==> src/pkg/gpio_function_mux_regs.svh <==
// Register offsets, field positions, reset values and codes of the pin function mux
`ifndef GPIO_FUNCTION_MUX_REGS_SVH
`define GPIO_FUNCTION_MUX_REGS_SVH

`define ADDR_WIDTH 12
`define ADDR_WAKE_ENABLE 12'h012
`define ADDR_PIN_ONE_CONFIG 12'h042
`define ADDR_PIN_TWO_CONFIG 12'h043
`define ADDR_PIN_THREE_CONFIG 12'h044
`define ADDR_POLARITY 12'h045
`define ADDR_WAKE_STATUS 12'h063
`define ADDR_PIN_STATUS 12'h074

`define PAD_MODE_MSB 7
`define PAD_MODE_LSB 5
`define FUNC_MSB 4
`define FUNC_LSB 0
`define PIN_STATUS_TX_DISABLE_BIT 3

`define PAD_MODE_RESET 3'h3
`define FUNC_RESET 5'h00
`define POLARITY_RESET 3'h0
`define WAKE_ENABLE_RESET 3'h0

`define PAD_PUSH_PULL 3'h0
`define PAD_OD_HIGH 3'h1
`define PAD_HIGH_WEAK_DOWN 3'h2
`define PAD_OD_LOW 3'h3
`define PAD_LOW_WEAK_UP 3'h4

`define FN_REPEATER 5'h00
`define FN_DIG_IN 5'h01
`define FN_DIG_OUT 5'h02
`define FN_TX_DISABLE 5'h03
`define FN_IRQ 5'h04
`define FN_TX2_BOTH 5'h05
`define FN_RX2_BOTH 5'h06
`define FN_TX2_ONLY 5'h07
`define FN_RX2_ONLY 5'h08
`define FN_UNDERVOLT 5'h09
`define FN_TX_STUCK 5'h0A
`define FN_TX2_STUCK 5'h0B
`define FN_WAKE_PATTERN 5'h0C
`define FN_WAKE_FRAME 5'h0D
`define FN_BUS_BIAS 5'h0E
`define FN_WAKE_RISE 5'h0F
`define FN_WAKE_FALL 5'h10
`define FN_TX_READY 5'h11
`define FN_LISTEN_ONLY 5'h12
`define FN_EDGE_RISE 5'h13
`define FN_EDGE_FALL 5'h14
`define FN_EDGE_BOTH 5'h15
`define FN_INHIBIT 5'h16

`endif

==> src/pkg/gpio_function_mux_pkg.sv <==
// Types shared by the pin function mux and its pad driver
package gpio_function_mux_pkg;

	typedef struct packed {
		logic [2:0] pad_mode;
		logic [4:0] func;
	} pin_cfg_t;

	typedef struct packed {
		logic drive;
		logic level;
	} pin_drive_t;

	typedef struct packed {
		logic out;
		logic oe;
		logic pull_up;
		logic pull_down;
	} pad_ctrl_t;

	typedef struct packed {
		logic undervoltage;
		logic tx_stuck;
		logic tx2_stuck;
		logic wake_pattern;
		logic wake_frame;
		logic bus_bias;
		logic wake_rise;
		logic wake_fall;
		logic tx_ready;
		logic listen_only;
		logic inhibit_two;
		logic irq_req;
	} core_status_t;

endpackage

==> src/logic/gpio_function_mux.sv <==
// Configuration registers and function multiplexing of the three general pins
// Notes on behaviour
// [RL1] Pad-mode bits 7:5 select pad electrical mode
// [RL2] Pad mode resets to 011, open-drain low
// [RL3] Software avoids reserved pad-mode codes 101-111
// [RL4] Function resets to 00, repeater active
// [RL5] 02 static output at polarity; 01 input
// [RL6] 03: pin high disables CAN transmitter
// [RL7] 04: interrupt output, active low by default
// [RL8] Pin one 06: receive data on both
// [RL9] Pin one 08: receive data only here
// [RL10] Pin two 05: both transmit inputs drive
// [RL11] Pin two 07: only this pin transmits
// [RL12] 09-12 and 16 show internal status
// [RL13] Status outputs active high unless inverted
// [RL14] 0B second-transmit stuck, pins one/three
// [RL15] 0E shows bus biasing, high when active
// [RL16] 13/14/15 edges qualify wake when enabled
// [RL17] Polarity register bits 2:0, reset zero
// [RL18] Software avoids reserved function codes
`timescale 1ns/10ps
`include "gpio_function_mux_regs.svh"

module gpio_function_mux #(
	parameter int NUM_PINS = 3
) (
	input wire logic clk_sys,
	input wire logic rst,
	input wire logic reg_wr_en,
	input wire logic [`ADDR_WIDTH-1:0] reg_addr,
	input wire logic [7:0] reg_wr_data,
	output logic [7:0] reg_rd_data_q,
	input wire logic general_pin_one_in,
	output logic general_pin_one_out,
	output logic general_pin_one_oe,
	input wire logic general_pin_two_in,
	output logic general_pin_two_out,
	output logic general_pin_two_oe,
	input wire logic general_pin_three_in,
	output logic general_pin_three_out,
	output logic general_pin_three_oe,
	output logic [2:0] pad_pull_up_q,
	output logic [2:0] pad_pull_down_q,
	input wire logic repeat_src,
	input wire logic rxd_bus,
	input wire logic txd_primary,
	input wire logic transmit_disable_input,
	input wire gpio_function_mux_pkg::core_status_t core_status,
	output logic rxd_out_q,
	output logic can_tx_q,
	output logic tx_disable_q,
	output logic [2:0] wake_event_q
);

	// The register map has exactly three pin registers, so other counts are refused
	if (NUM_PINS != 3)
	begin : g_bad_pin_count
		$error("gpio_function_mux serves exactly three pins");
	end

	gpio_function_mux_pkg::pin_cfg_t cfg_q [3];
	gpio_function_mux_pkg::pin_drive_t drv [3];
	gpio_function_mux_pkg::pad_ctrl_t ctrl [3];
	logic [2:0] polarity_q;
	logic [2:0] wake_enable_q;
	logic [2:0] wake_status_q;
	logic [2:0] prev_in_q;
	logic edge_armed_q;
	logic [2:0] pin_in;
	logic [2:0] wake_qual;
	logic [2:0] tx_disable_req;
	logic tx2_both;
	logic tx2_only;
	logic w1c_hit;
	logic [2:0] clear_mask;
	logic [7:0] rd_d;

	// Write strobe decode, shared by every writable register
	function automatic logic wr_hit(
		input logic en,
		input logic [`ADDR_WIDTH-1:0] addr,
		input logic [`ADDR_WIDTH-1:0] target
	);
		wr_hit = en && addr == target;
	endfunction

	assign pin_in = {general_pin_three_in, general_pin_two_in, general_pin_one_in};
	assign tx2_both = cfg_q[1].func == `FN_TX2_BOTH;
	assign tx2_only = cfg_q[1].func == `FN_TX2_ONLY;
	assign w1c_hit = wr_hit(reg_wr_en, reg_addr, `ADDR_WAKE_STATUS);
	// Only bits written as one clear; the rest of the status is kept
	assign clear_mask = w1c_hit ? reg_wr_data[2:0] : 3'h0;

	function automatic logic is_status_fn(input logic [4:0] func);
		is_status_fn = (func >= `FN_UNDERVOLT && func <= `FN_LISTEN_ONLY) || func == `FN_INHIBIT;
	endfunction

	// Raw status level for status-type functions, before polarity
	function automatic logic status_level(
		input logic [4:0] func,
		input gpio_function_mux_pkg::core_status_t st,
		input logic tx2_active
	);
		status_level = 1'b0;
		case (func) // RL12
			`FN_UNDERVOLT: status_level = st.undervoltage;
			`FN_TX_STUCK: status_level = st.tx_stuck;
			`FN_TX2_STUCK: status_level = st.tx2_stuck & tx2_active; // RL14
			`FN_WAKE_PATTERN: status_level = st.wake_pattern;
			`FN_WAKE_FRAME: status_level = st.wake_frame;
			`FN_BUS_BIAS: status_level = st.bus_bias; // RL15
			`FN_WAKE_RISE: status_level = st.wake_rise;
			`FN_WAKE_FALL: status_level = st.wake_fall;
			`FN_TX_READY: status_level = st.tx_ready;
			`FN_LISTEN_ONLY: status_level = st.listen_only;
			`FN_INHIBIT: status_level = st.inhibit_two;
			default: status_level = 1'b0;
		endcase
	endfunction

	// What the selected function asks of one pin; idx gates pin-specific codes
	function automatic gpio_function_mux_pkg::pin_drive_t pin_drive(
		input logic [4:0] func,
		input logic pol,
		input int idx,
		input gpio_function_mux_pkg::core_status_t st,
		input logic tx2_active,
		input logic rxd,
		input logic rep
	);
		pin_drive = '0;
		if (func == `FN_REPEATER)
			pin_drive = '{drive: 1'b1, level: rep}; // RL4
		else if (func == `FN_DIG_OUT)
			pin_drive = '{drive: 1'b1, level: pol}; // RL5
		else if (func == `FN_IRQ)
			pin_drive = '{drive: 1'b1, level: st.irq_req ? pol : ~pol}; // RL7
		else if ((func == `FN_RX2_BOTH || func == `FN_RX2_ONLY) && idx == 0)
			pin_drive = '{drive: 1'b1, level: rxd}; // RL8 RL9
		else if (func == `FN_TX2_STUCK && idx == 1)
			pin_drive = '0; // RL14
		else if (is_status_fn(func))
			pin_drive = '{drive: 1'b1, level: status_level(func, st, tx2_active) ^ pol}; // RL13
		else
			// Inputs and reserved codes leave the pin undriven
			pin_drive = '0; // RL18
	endfunction

	genvar gi;
	generate
		for (gi = 0; gi < 3; gi++)
		begin : g_pin
			always_ff @(posedge clk_sys or posedge rst)
			begin
				if (rst)
				begin
					cfg_q[gi].pad_mode <= `PAD_MODE_RESET; // RL2
					cfg_q[gi].func <= `FUNC_RESET; // RL4
				end
				else if (wr_hit(reg_wr_en, reg_addr, `ADDR_PIN_ONE_CONFIG + `ADDR_WIDTH'(gi)))
				begin
					cfg_q[gi].pad_mode <= reg_wr_data[`PAD_MODE_MSB:`PAD_MODE_LSB]; // RL1
					cfg_q[gi].func <= reg_wr_data[`FUNC_MSB:`FUNC_LSB];
				end
			end

			always_comb
			begin
				drv[gi] = pin_drive(cfg_q[gi].func, polarity_q[gi], gi, core_status,
					tx2_both | tx2_only, rxd_bus, repeat_src);
			end

			pad_driver u_pad (
				.clk_sys(clk_sys),
				.rst(rst),
				.pad_mode(cfg_q[gi].pad_mode),
				.drv(drv[gi]),
				.ctrl_q(ctrl[gi])
			);

			assign pad_pull_up_q[gi] = ctrl[gi].pull_up;
			assign pad_pull_down_q[gi] = ctrl[gi].pull_down;

			assign tx_disable_req[gi] = cfg_q[gi].func == `FN_TX_DISABLE && pin_in[gi]; // RL6

			// Edge qualification compares against the previous sampled level
			assign wake_qual[gi] = edge_armed_q && wake_enable_q[gi] &&
				((pin_in[gi] && !prev_in_q[gi] &&
				(cfg_q[gi].func == `FN_EDGE_RISE || cfg_q[gi].func == `FN_EDGE_BOTH)) ||
				(!pin_in[gi] && prev_in_q[gi] &&
				(cfg_q[gi].func == `FN_EDGE_FALL || cfg_q[gi].func == `FN_EDGE_BOTH))); // RL16
		end
	endgenerate

	assign general_pin_one_out = ctrl[0].out;
	assign general_pin_one_oe = ctrl[0].oe;
	assign general_pin_two_out = ctrl[1].out;
	assign general_pin_two_oe = ctrl[1].oe;
	assign general_pin_three_out = ctrl[2].out;
	assign general_pin_three_oe = ctrl[2].oe;

	always_ff @(posedge clk_sys or posedge rst)
	begin
		if (rst)
			polarity_q <= `POLARITY_RESET; // RL17
		else if (wr_hit(reg_wr_en, reg_addr, `ADDR_POLARITY))
			polarity_q <= reg_wr_data[2:0]; // RL17
	end

	always_ff @(posedge clk_sys or posedge rst)
	begin
		if (rst)
			wake_enable_q <= `WAKE_ENABLE_RESET;
		else if (wr_hit(reg_wr_en, reg_addr, `ADDR_WAKE_ENABLE))
			wake_enable_q <= reg_wr_data[2:0];
	end

	// The first cycle after reset has no valid previous level, so edges wait one cycle
	always_ff @(posedge clk_sys or posedge rst)
	begin
		if (rst)
		begin
			prev_in_q <= 3'h0;
			edge_armed_q <= 1'b0;
		end
		else
		begin
			prev_in_q <= pin_in;
			edge_armed_q <= 1'b1;
		end
	end

	// A new edge in the clearing cycle keeps its bit set
	always_ff @(posedge clk_sys or posedge rst)
	begin
		if (rst)
		begin
			wake_status_q <= 3'h0;
			wake_event_q <= 3'h0;
		end
		else
		begin
			wake_status_q <= wake_qual | (wake_status_q & ~clear_mask); // RL16
			wake_event_q <= wake_qual;
		end
	end

	// Transmit path: a low on either active input is dominant
	always_ff @(posedge clk_sys or posedge rst)
	begin
		if (rst)
		begin
			can_tx_q <= 1'b1;
			tx_disable_q <= 1'b0;
		end
		else
		begin
			if (tx2_only)
				can_tx_q <= general_pin_two_in; // RL11
			else if (tx2_both)
				can_tx_q <= txd_primary & general_pin_two_in; // RL10
			else
				can_tx_q <= txd_primary;
			tx_disable_q <= transmit_disable_input | (|tx_disable_req); // RL6
		end
	end

	// Receive path held recessive while pin one takes the data alone
	always_ff @(posedge clk_sys or posedge rst)
	begin
		if (rst)
			rxd_out_q <= 1'b1;
		else if (cfg_q[0].func == `FN_RX2_ONLY)
			rxd_out_q <= 1'b1; // RL9
		else
			rxd_out_q <= rxd_bus; // RL8
	end

	// Read data answers one edge late, from the address held at that edge
	always_comb
	begin
		rd_d = 8'h00;
		case (reg_addr)
			`ADDR_PIN_ONE_CONFIG: rd_d = cfg_q[0];
			`ADDR_PIN_TWO_CONFIG: rd_d = cfg_q[1];
			`ADDR_PIN_THREE_CONFIG: rd_d = cfg_q[2];
			`ADDR_POLARITY: rd_d = {5'h00, polarity_q};
			`ADDR_WAKE_ENABLE: rd_d = {5'h00, wake_enable_q};
			`ADDR_WAKE_STATUS: rd_d = {5'h00, wake_status_q};
			`ADDR_PIN_STATUS: rd_d = {4'h0, transmit_disable_input, pin_in};
			default: rd_d = 8'h00;
		endcase
	end

	always_ff @(posedge clk_sys or posedge rst)
	begin
		if (rst)
			reg_rd_data_q <= 8'h00;
		else
			reg_rd_data_q <= rd_d;
	end

endmodule

==> src/logic/pad_driver.sv <==
// Electrical pad control of one general pin, driven from its pad-mode field
`timescale 1ns/10ps
`include "gpio_function_mux_regs.svh"

module pad_driver (
	input wire logic clk_sys,
	input wire logic rst,
	input wire logic [2:0] pad_mode,
	input wire gpio_function_mux_pkg::pin_drive_t drv,
	output gpio_function_mux_pkg::pad_ctrl_t ctrl_q
);

	gpio_function_mux_pkg::pad_ctrl_t ctrl_d;

	always_comb
	begin
		ctrl_d = '0;
		case (pad_mode) // RL1
			`PAD_PUSH_PULL:
			begin
				ctrl_d.out = drv.level;
				ctrl_d.oe = drv.drive;
			end
			`PAD_OD_HIGH:
			begin
				ctrl_d.out = 1'b1;
				ctrl_d.oe = drv.drive & drv.level;
				ctrl_d.pull_up = 1'b1;
			end
			`PAD_HIGH_WEAK_DOWN:
			begin
				ctrl_d.out = 1'b1;
				ctrl_d.oe = drv.drive & drv.level;
				ctrl_d.pull_down = 1'b1;
			end
			`PAD_OD_LOW: // RL2
			begin
				ctrl_d.out = 1'b0;
				ctrl_d.oe = drv.drive & ~drv.level;
			end
			`PAD_LOW_WEAK_UP:
			begin
				ctrl_d.out = 1'b0;
				ctrl_d.oe = drv.drive & ~drv.level;
				ctrl_d.pull_up = 1'b1;
			end
			// Reserved codes release the pad rather than guess a driver
			default:
				ctrl_d = '0; // RL3
		endcase
	end

	// Open-drain low side is the startup mode, so the pad is released at reset
	always_ff @(posedge clk_sys or posedge rst)
	begin
		if (rst)
			ctrl_q <= '0;
		else
			ctrl_q <= ctrl_d;
	end

endmodule

==> config.mk <==
export PLATFORM = sky130hd
export DESIGN_NAME = gpio_function_mux
export DESIGN_NICKNAME = d
export VERILOG_FILES = /design/src/pkg/gpio_function_mux_pkg.sv /design/src/logic/gpio_function_mux.sv /design/src/logic/pad_driver.sv
export VERILOG_INCLUDE_DIRS = /design/src /design/src/pkg
export SDC_FILE = /design/constraint.sdc
export NUM_CORES = 1
export LEC_CHECK = 0
export BUFFER_PORTS_ARGS = -buffer_cell sky130_fd_sc_hd__buf_4
export CORE_MARGIN = 4
export CORE_UTILIZATION = 50
export CTS_CLUSTER_SIZE = 10
export DETAILED_ROUTE_END_ITERATION = 16
export PLACE_DENSITY = 0.82
export SYNTH_ARGS = -nofsm -noshare
export SYNTH_HDL_FRONTEND = slang
export SYNTH_SLANG_ARGS = --single-unit
==> constraint.sdc <==
create_clock -name clk_sys -period 2.1 [get_ports clk_sys]
set_clock_uncertainty 0.05 [all_clocks]
set_input_delay 0.105 -clock clk_sys [delete_from_list [all_inputs] [get_ports clk_sys]]
set_output_delay 0.105 -clock clk_sys [all_outputs]
set_load 0.02 [all_outputs]
# [Word-level counts from Yosys, hierarchy flattened]
# Index checks and enable logic that the tools add are counted.
[totals] register_bits=63 in_bits=42
[classes] n_mux=48 eq_ne=74 n_reduce_logical=65 n_bitwise=22 n_lt_le_gt_ge=6
[ops] op="$eq A5 B4 Y1 const B" count=22
[ops] op="$eq A5 B5 Y1 const B" count=21
[ops] op="$eq A12 B7 Y1 const B" count=6
[ops] op="$pmux W8 S7" count=1
[ops] op="$eq A5 B2 Y1 const B" count=6
[ops] op="$eq A5 B3 Y1 const B" count=6
[ops] op="$logic_and A1 B1 Y1" count=30
[ops] op="$mux W2" count=14
[ops] op="$mux W1" count=26
[ops] op="$pmux W1 S11" count=2
[ops] op="$eq A3 B2 Y1 const B" count=6
[ops] op="$pmux W2 S3" count=3
[ops] op="$reduce_or A2 Y1" count=9
[ops] op="$ge A5 B4 Y1 const B" count=3
[ops] op="$le A5 B5 Y1 const B" count=3
[ops] op="$logic_not A5 Y1" count=3
[ops] op="$logic_or A1 B1 Y1" count=13
[ops] op="$eq A12 B5 Y1 const B" count=1
[ops] op="$pmux W1 S10" count=1
[ops] op="$eq A3 B1 Y1 const B" count=3
[ops] op="$eq A3 B3 Y1 const B" count=3
[ops] op="$logic_not A3 Y1" count=3
[ops] op="$and A1 B1 Y1" count=8
[ops] op="$logic_not A1 Y1" count=6
[ops] op="other kinds (8)" count=16

# [Logic depth before layout (Yosys ltp)]
[depth] depth_word=18 depth_mapped=9 depth_no_buf=7

# [Hierarchy]
# From an unflattened synthesis, not the netlist that was laid out.
[hier_totals] cells_unflattened=362 area_unflattened_um2=3668.5
[by_module_without_submodules] mod="gpio_function_mux" area_each_um2=3116.7 n_inst=1 cells_per_inst=314 seq_area_each_um2=1286.2
[by_module_without_submodules] mod="pad_driver" area_each_um2=183.9 n_inst=3 cells_per_inst=16 seq_area_each_um2=100.1

# [Worst setup path after synthesis]
# No wires, ideal clock.
[synth_timing] kind="reg-to-reg" from="register cfg_q[16] (netlist bit)" to="register g_pin[0].u_pad.ctrl_q[2] (netlist bit)" setup_ns=0.121 required_ns=1.929 stages_incl_launch_ff=8 setup_slack_ns=0.029 arrival_time_ns=1.900 path_buffers=0 period_less_slack_ns=2.071 path_cell_list="dfrtp_1 -> mux4_2 -> o2bb2ai_1 -> a32o_1 -> or3_1 -> a31oi_2 -> a211o_1 -> nand2_1"
[synth_rtl] item="start: declaration" line="gpio_function_mux.sv:61" source="gpio_function_mux_pkg::pin_cfg_t cfg_q [3];"
[synth_rtl] item="end signal: assignment" line="pad_driver.sv:59" source="ctrl_q <= ctrl_d;"
[synth_rtl] item="end: declaration" line="pad_driver.sv:10" source="output gpio_function_mux_pkg::pad_ctrl_t ctrl_q"

==> results_dict.tcl <==
set metrics [dict create \
    critPathLaunchType "register" \
    die_width_um 94.0 \
    p_per_area_nw_per_um2 547 \
    cp_data_arrival_time_ns 2.35 \
    path_depth 7 \
    clkPwrFrac_pct 44.0 \
    cts.sinks 63 \
    cts_tree "yes" \
    core_region_area_um2 7210 \
    post-route-util_pct 67.4 \
    cts_made_buffers 9 \
    syn_to_final_growth_pct 31.3 \
    die_area_um2 8840 \
    crit_path_end_kind "register" \
    syn_area_per_cell_um2 10.5 \
    grt_max_degree 59 \
    finalWorstSetupSlack_ns -0.0670 \
    place_ws_ns 0.0109 \
    netlist_area_um2 3700 \
    avgRoutedWirePerCell_um 19.6 \
    dpl-instance-area_um2 4420 \
    cts_buffer_depth 2 \
    violations "setup timing" \
    diodes 0 \
    routed-via-count 3396 \
    synth_cell_types 70 \
    route.detailed.drc 0 \
    finalSetupViolCount 1 \
    grt_usage_pct 24.1 \
    fmax_ghz 0.461 \
    dp_hpwl_mm 7.19 \
    grt_pass1_vias 3140 \
    drive_gt1_share_pct 38.2 \
    internal-power_uw 2040 \
    route.antenna.remaining_nets 0 \
    crit_start "cfg_q[8]" \
    syn_inst 354 \
    seq_power_share_pct 46.7 \
    fin_crit_sh_pct 103 \
    yosysSeqAreaShare_pct 42.9 \
    yosysWarningCount 0 \
    max_stage_delay_ns 0.48 \
    numPortBuffers 67 \
    fin_area_um2 4860 \
    status "finished with violations" \
    async_flop_share_pct 100 \
    totalWireLength_mm 10.8 \
    path_cells "and4bb_2 > nand4_1 > a311oi_1 > o21ai_1 > a31oi_4 > a211o_1 > nand2_1" \
    num_rows 31 \
    r2r-end "g_pin[0].u_pad.ctrl_q[2]" \
    drt_pass1_iterations 5 \
    comb_power_share_pct 9.3 \
    cp_max_fo 4 \
    clock_latency_ns 0.35 \
    antenna_found_initial 0 \
    mostFrequentLayoutCells "buf_4 (91), dfrtp_1 (53), nor2_1 (25)" \
    syn_nets 396 \
    pin_count 68 \
    cp_slowest_cell "a311oi_1" \
    clk_pin_slew_worst_paths_ns 0.07 \
    hp-class "in -> reg" \
    grt.overflow.total 0 \
    regToRegSetupSlack_ns -0.07 \
    crit_family "compound AO/OA/AOI/OAI gates" \
    switching_share_pct 23.1 \
    ys_ff_latch 63 \
    timing.rr.start "cfg_q[8]" \
    finalHoldViolations 0 \
    die_h_um 94.0 \
    period_needed_ns 2.17 \
    rsz0062_at_grt "true" \
    routed_via_density 6.15 \
    start_util_pct 51.3 \
    p_sw_uw 613 \
    leakagePower_uw 0.00226 \
    cts-htree-levels 3 \
    fill_cells 516 \
    cts_root_buffer "clkbuf_8" \
    slew_viol_final 0 \
    nNetsFinal 491 \
    cp_num_buf_inv 0 \
    drt_iter0_drc 476 \
    cp-endpoint "g_pin[0].u_pad.ctrl_q[2]" \
    required_ns 2.28 \
    final_common_cell "buf_4" \
    ff2ff_path_depth 7 \
    ys.flop_type "dfrtp_1" \
    gp_congestion 0.915 \
    maxCapViolCount 0 \
    ir_worst_vdd_uv 329 \
    grt_pass1_wl_mm 16.3 \
    critPathKind "reg -> reg" \
    synth_edf_count 0 \
]
==> synth_stat cells, types with 2 or more instances <==
| master | n | area (um^2) |
|---|---|---|
| a211o_1 | 2 | 17.5 |
| a211oi_1 | 2 | 15.0 |
| a21o_1 | 4 | 30.0 |
| a21oi_1 | 15 | 75.1 |
| a221o_1 | 3 | 30.0 |
| a222oi_1 | 7 | 70.1 |
| a22oi_1 | 5 | 37.5 |
| a311oi_1 | 2 | 17.5 |
| a31oi_1 | 2 | 12.5 |
| buf_2 | 4 | 20.0 |
| buf_6 | 2 | 22.5 |
| clkbuf_1 | 17 | 63.8 |
| dfrtp_1 | 55 | 1380 |
| dfstp_2 | 8 | 210 |
| inv_1 | 10 | 37.5 |
| mux2_1 | 2 | 22.5 |
| mux2_2 | 12 | 135 |
| mux2_4 | 16 | 240 |
| mux2i_1 | 9 | 90.1 |
| mux4_2 | 3 | 67.6 |
| nand2_1 | 24 | 90.1 |
| nand2b_1 | 7 | 43.8 |
| nand3_1 | 11 | 55.1 |
| nand3b_1 | 11 | 82.6 |
| nand4_1 | 3 | 18.8 |
| nand4b_1 | 3 | 26.3 |
| nor2_1 | 25 | 93.8 |
| nor2b_1 | 13 | 81.3 |
| nor3_1 | 4 | 20.0 |
| nor3b_1 | 9 | 67.6 |
| o2111ai_1 | 2 | 17.5 |
| o211ai_1 | 3 | 22.5 |
| o21ai_0 | 13 | 65.1 |
| o221ai_1 | 2 | 17.5 |
| o22ai_1 | 4 | 25.0 |
| or3_1 | 3 | 18.8 |
| xnor2_1 | 4 | 35.0 |
==> registers in the layout, indices dropped and copies added (netlist names) <==
signal	cells
g_pin.u_pad.ctrl_q	12
rxd_out_q	1
polarity_q	3
reg_rd_data_q	8
edge_armed_q	1
wake_event_q	3
wake_status_q	3
tx_disable_q	1
can_tx_q	1
wake_enable_q	3
cfg_q	24
prev_in_q	3
==> cell families after synthesis <==
family	count (synthesis)	synth area share, %
other	1	0.101
and+or+nand+nor	131	21.9
DFF	63	42.9
muxes	42	15.0
AOI/OAI and AO/OA	77	15.0
xor gates and xnor gates	4	0.946
buffers and inverters	36	4.23
==> worst min path at each step <==
| stage | startpoint | endpoint | slack, ns | cells past startpoint |
|---|---|---|---|---|
| global route | reg_wr_data[1] | cfg_q[17] | 0.02 | 2 |
| global placement | rst | g_pin[1].u_pad.ctrl_q[0] | -0.05 | 2 |
| finish | reg_wr_data[1] | cfg_q[17] | 0.02 | 2 |
| floorplan | general_pin_one_in | prev_in_q[0] | 0.09 | 0 |
| detailed placement | rst | g_pin[1].u_pad.ctrl_q[0] | -0.04 | 2 |
| CTS | reg_wr_data[1] | cfg_q[17] | 0.02 | 2 |
==> per-stage QoR <==
stage,power (uW),hold WS (ns),setup TNS (ns),instances
2_1_floorplan,1350,0.0864,0,354
3_5_place_dp,1480,-0.0434,0,519
4_1_cts,2640,0.0156,0,548
5_1_grt,2720,0.0182,-0.201,552
6_report,2660,0.0233,-0.0670,552
3_3_place_gp,1480,-0.0450,0,519
==> timing repair <==
item | in CTS | in global routing
hold endpoints to repair | 80 | 0
setup buffers | 0 | 4
resized for setup | 0 | 15
hold buffers | 14 | 0
setup endpoints to repair | 0 | 5
==> area by class of cell <==
cell class                 count  area, um^2  share of cell area, %
multi-input combinational    255        2010                   41.3
inverter                      11        41.3                  0.849
timing repair buffer         109         890                   18.3
clock inverter                 4        70.1                   1.44
sequential                    63        1590                   32.7
tap                           99         124                   2.55
clock buffer                  11         141                   2.91
==> power by group through the flow <==
stage               clock network (uW)  logic, uW  registers (uW)
floorplan                            0       80.6            1270
global placement                     0        213            1260
detailed placement                   0        217            1260
CTS                               1160        238            1240
global route                      1220        264            1240
finish                            1170        246            1240
==> layer usage <==
layer / part of all wire, % / vias to the layer above / wire [um] / global-route usage (%)
met5: 0 / - / 0 / 0
met4: 3.9 / 0 / 423 / 11.8
met3: 8.4 / 38 / 907 / 4.65
met2: 49 / 212 / 5320 / 38.5
met1: 38 / 1651 / 4150 / 31.3
li1: - / 1495 / - / -
(Power assumes the default switching activity.)
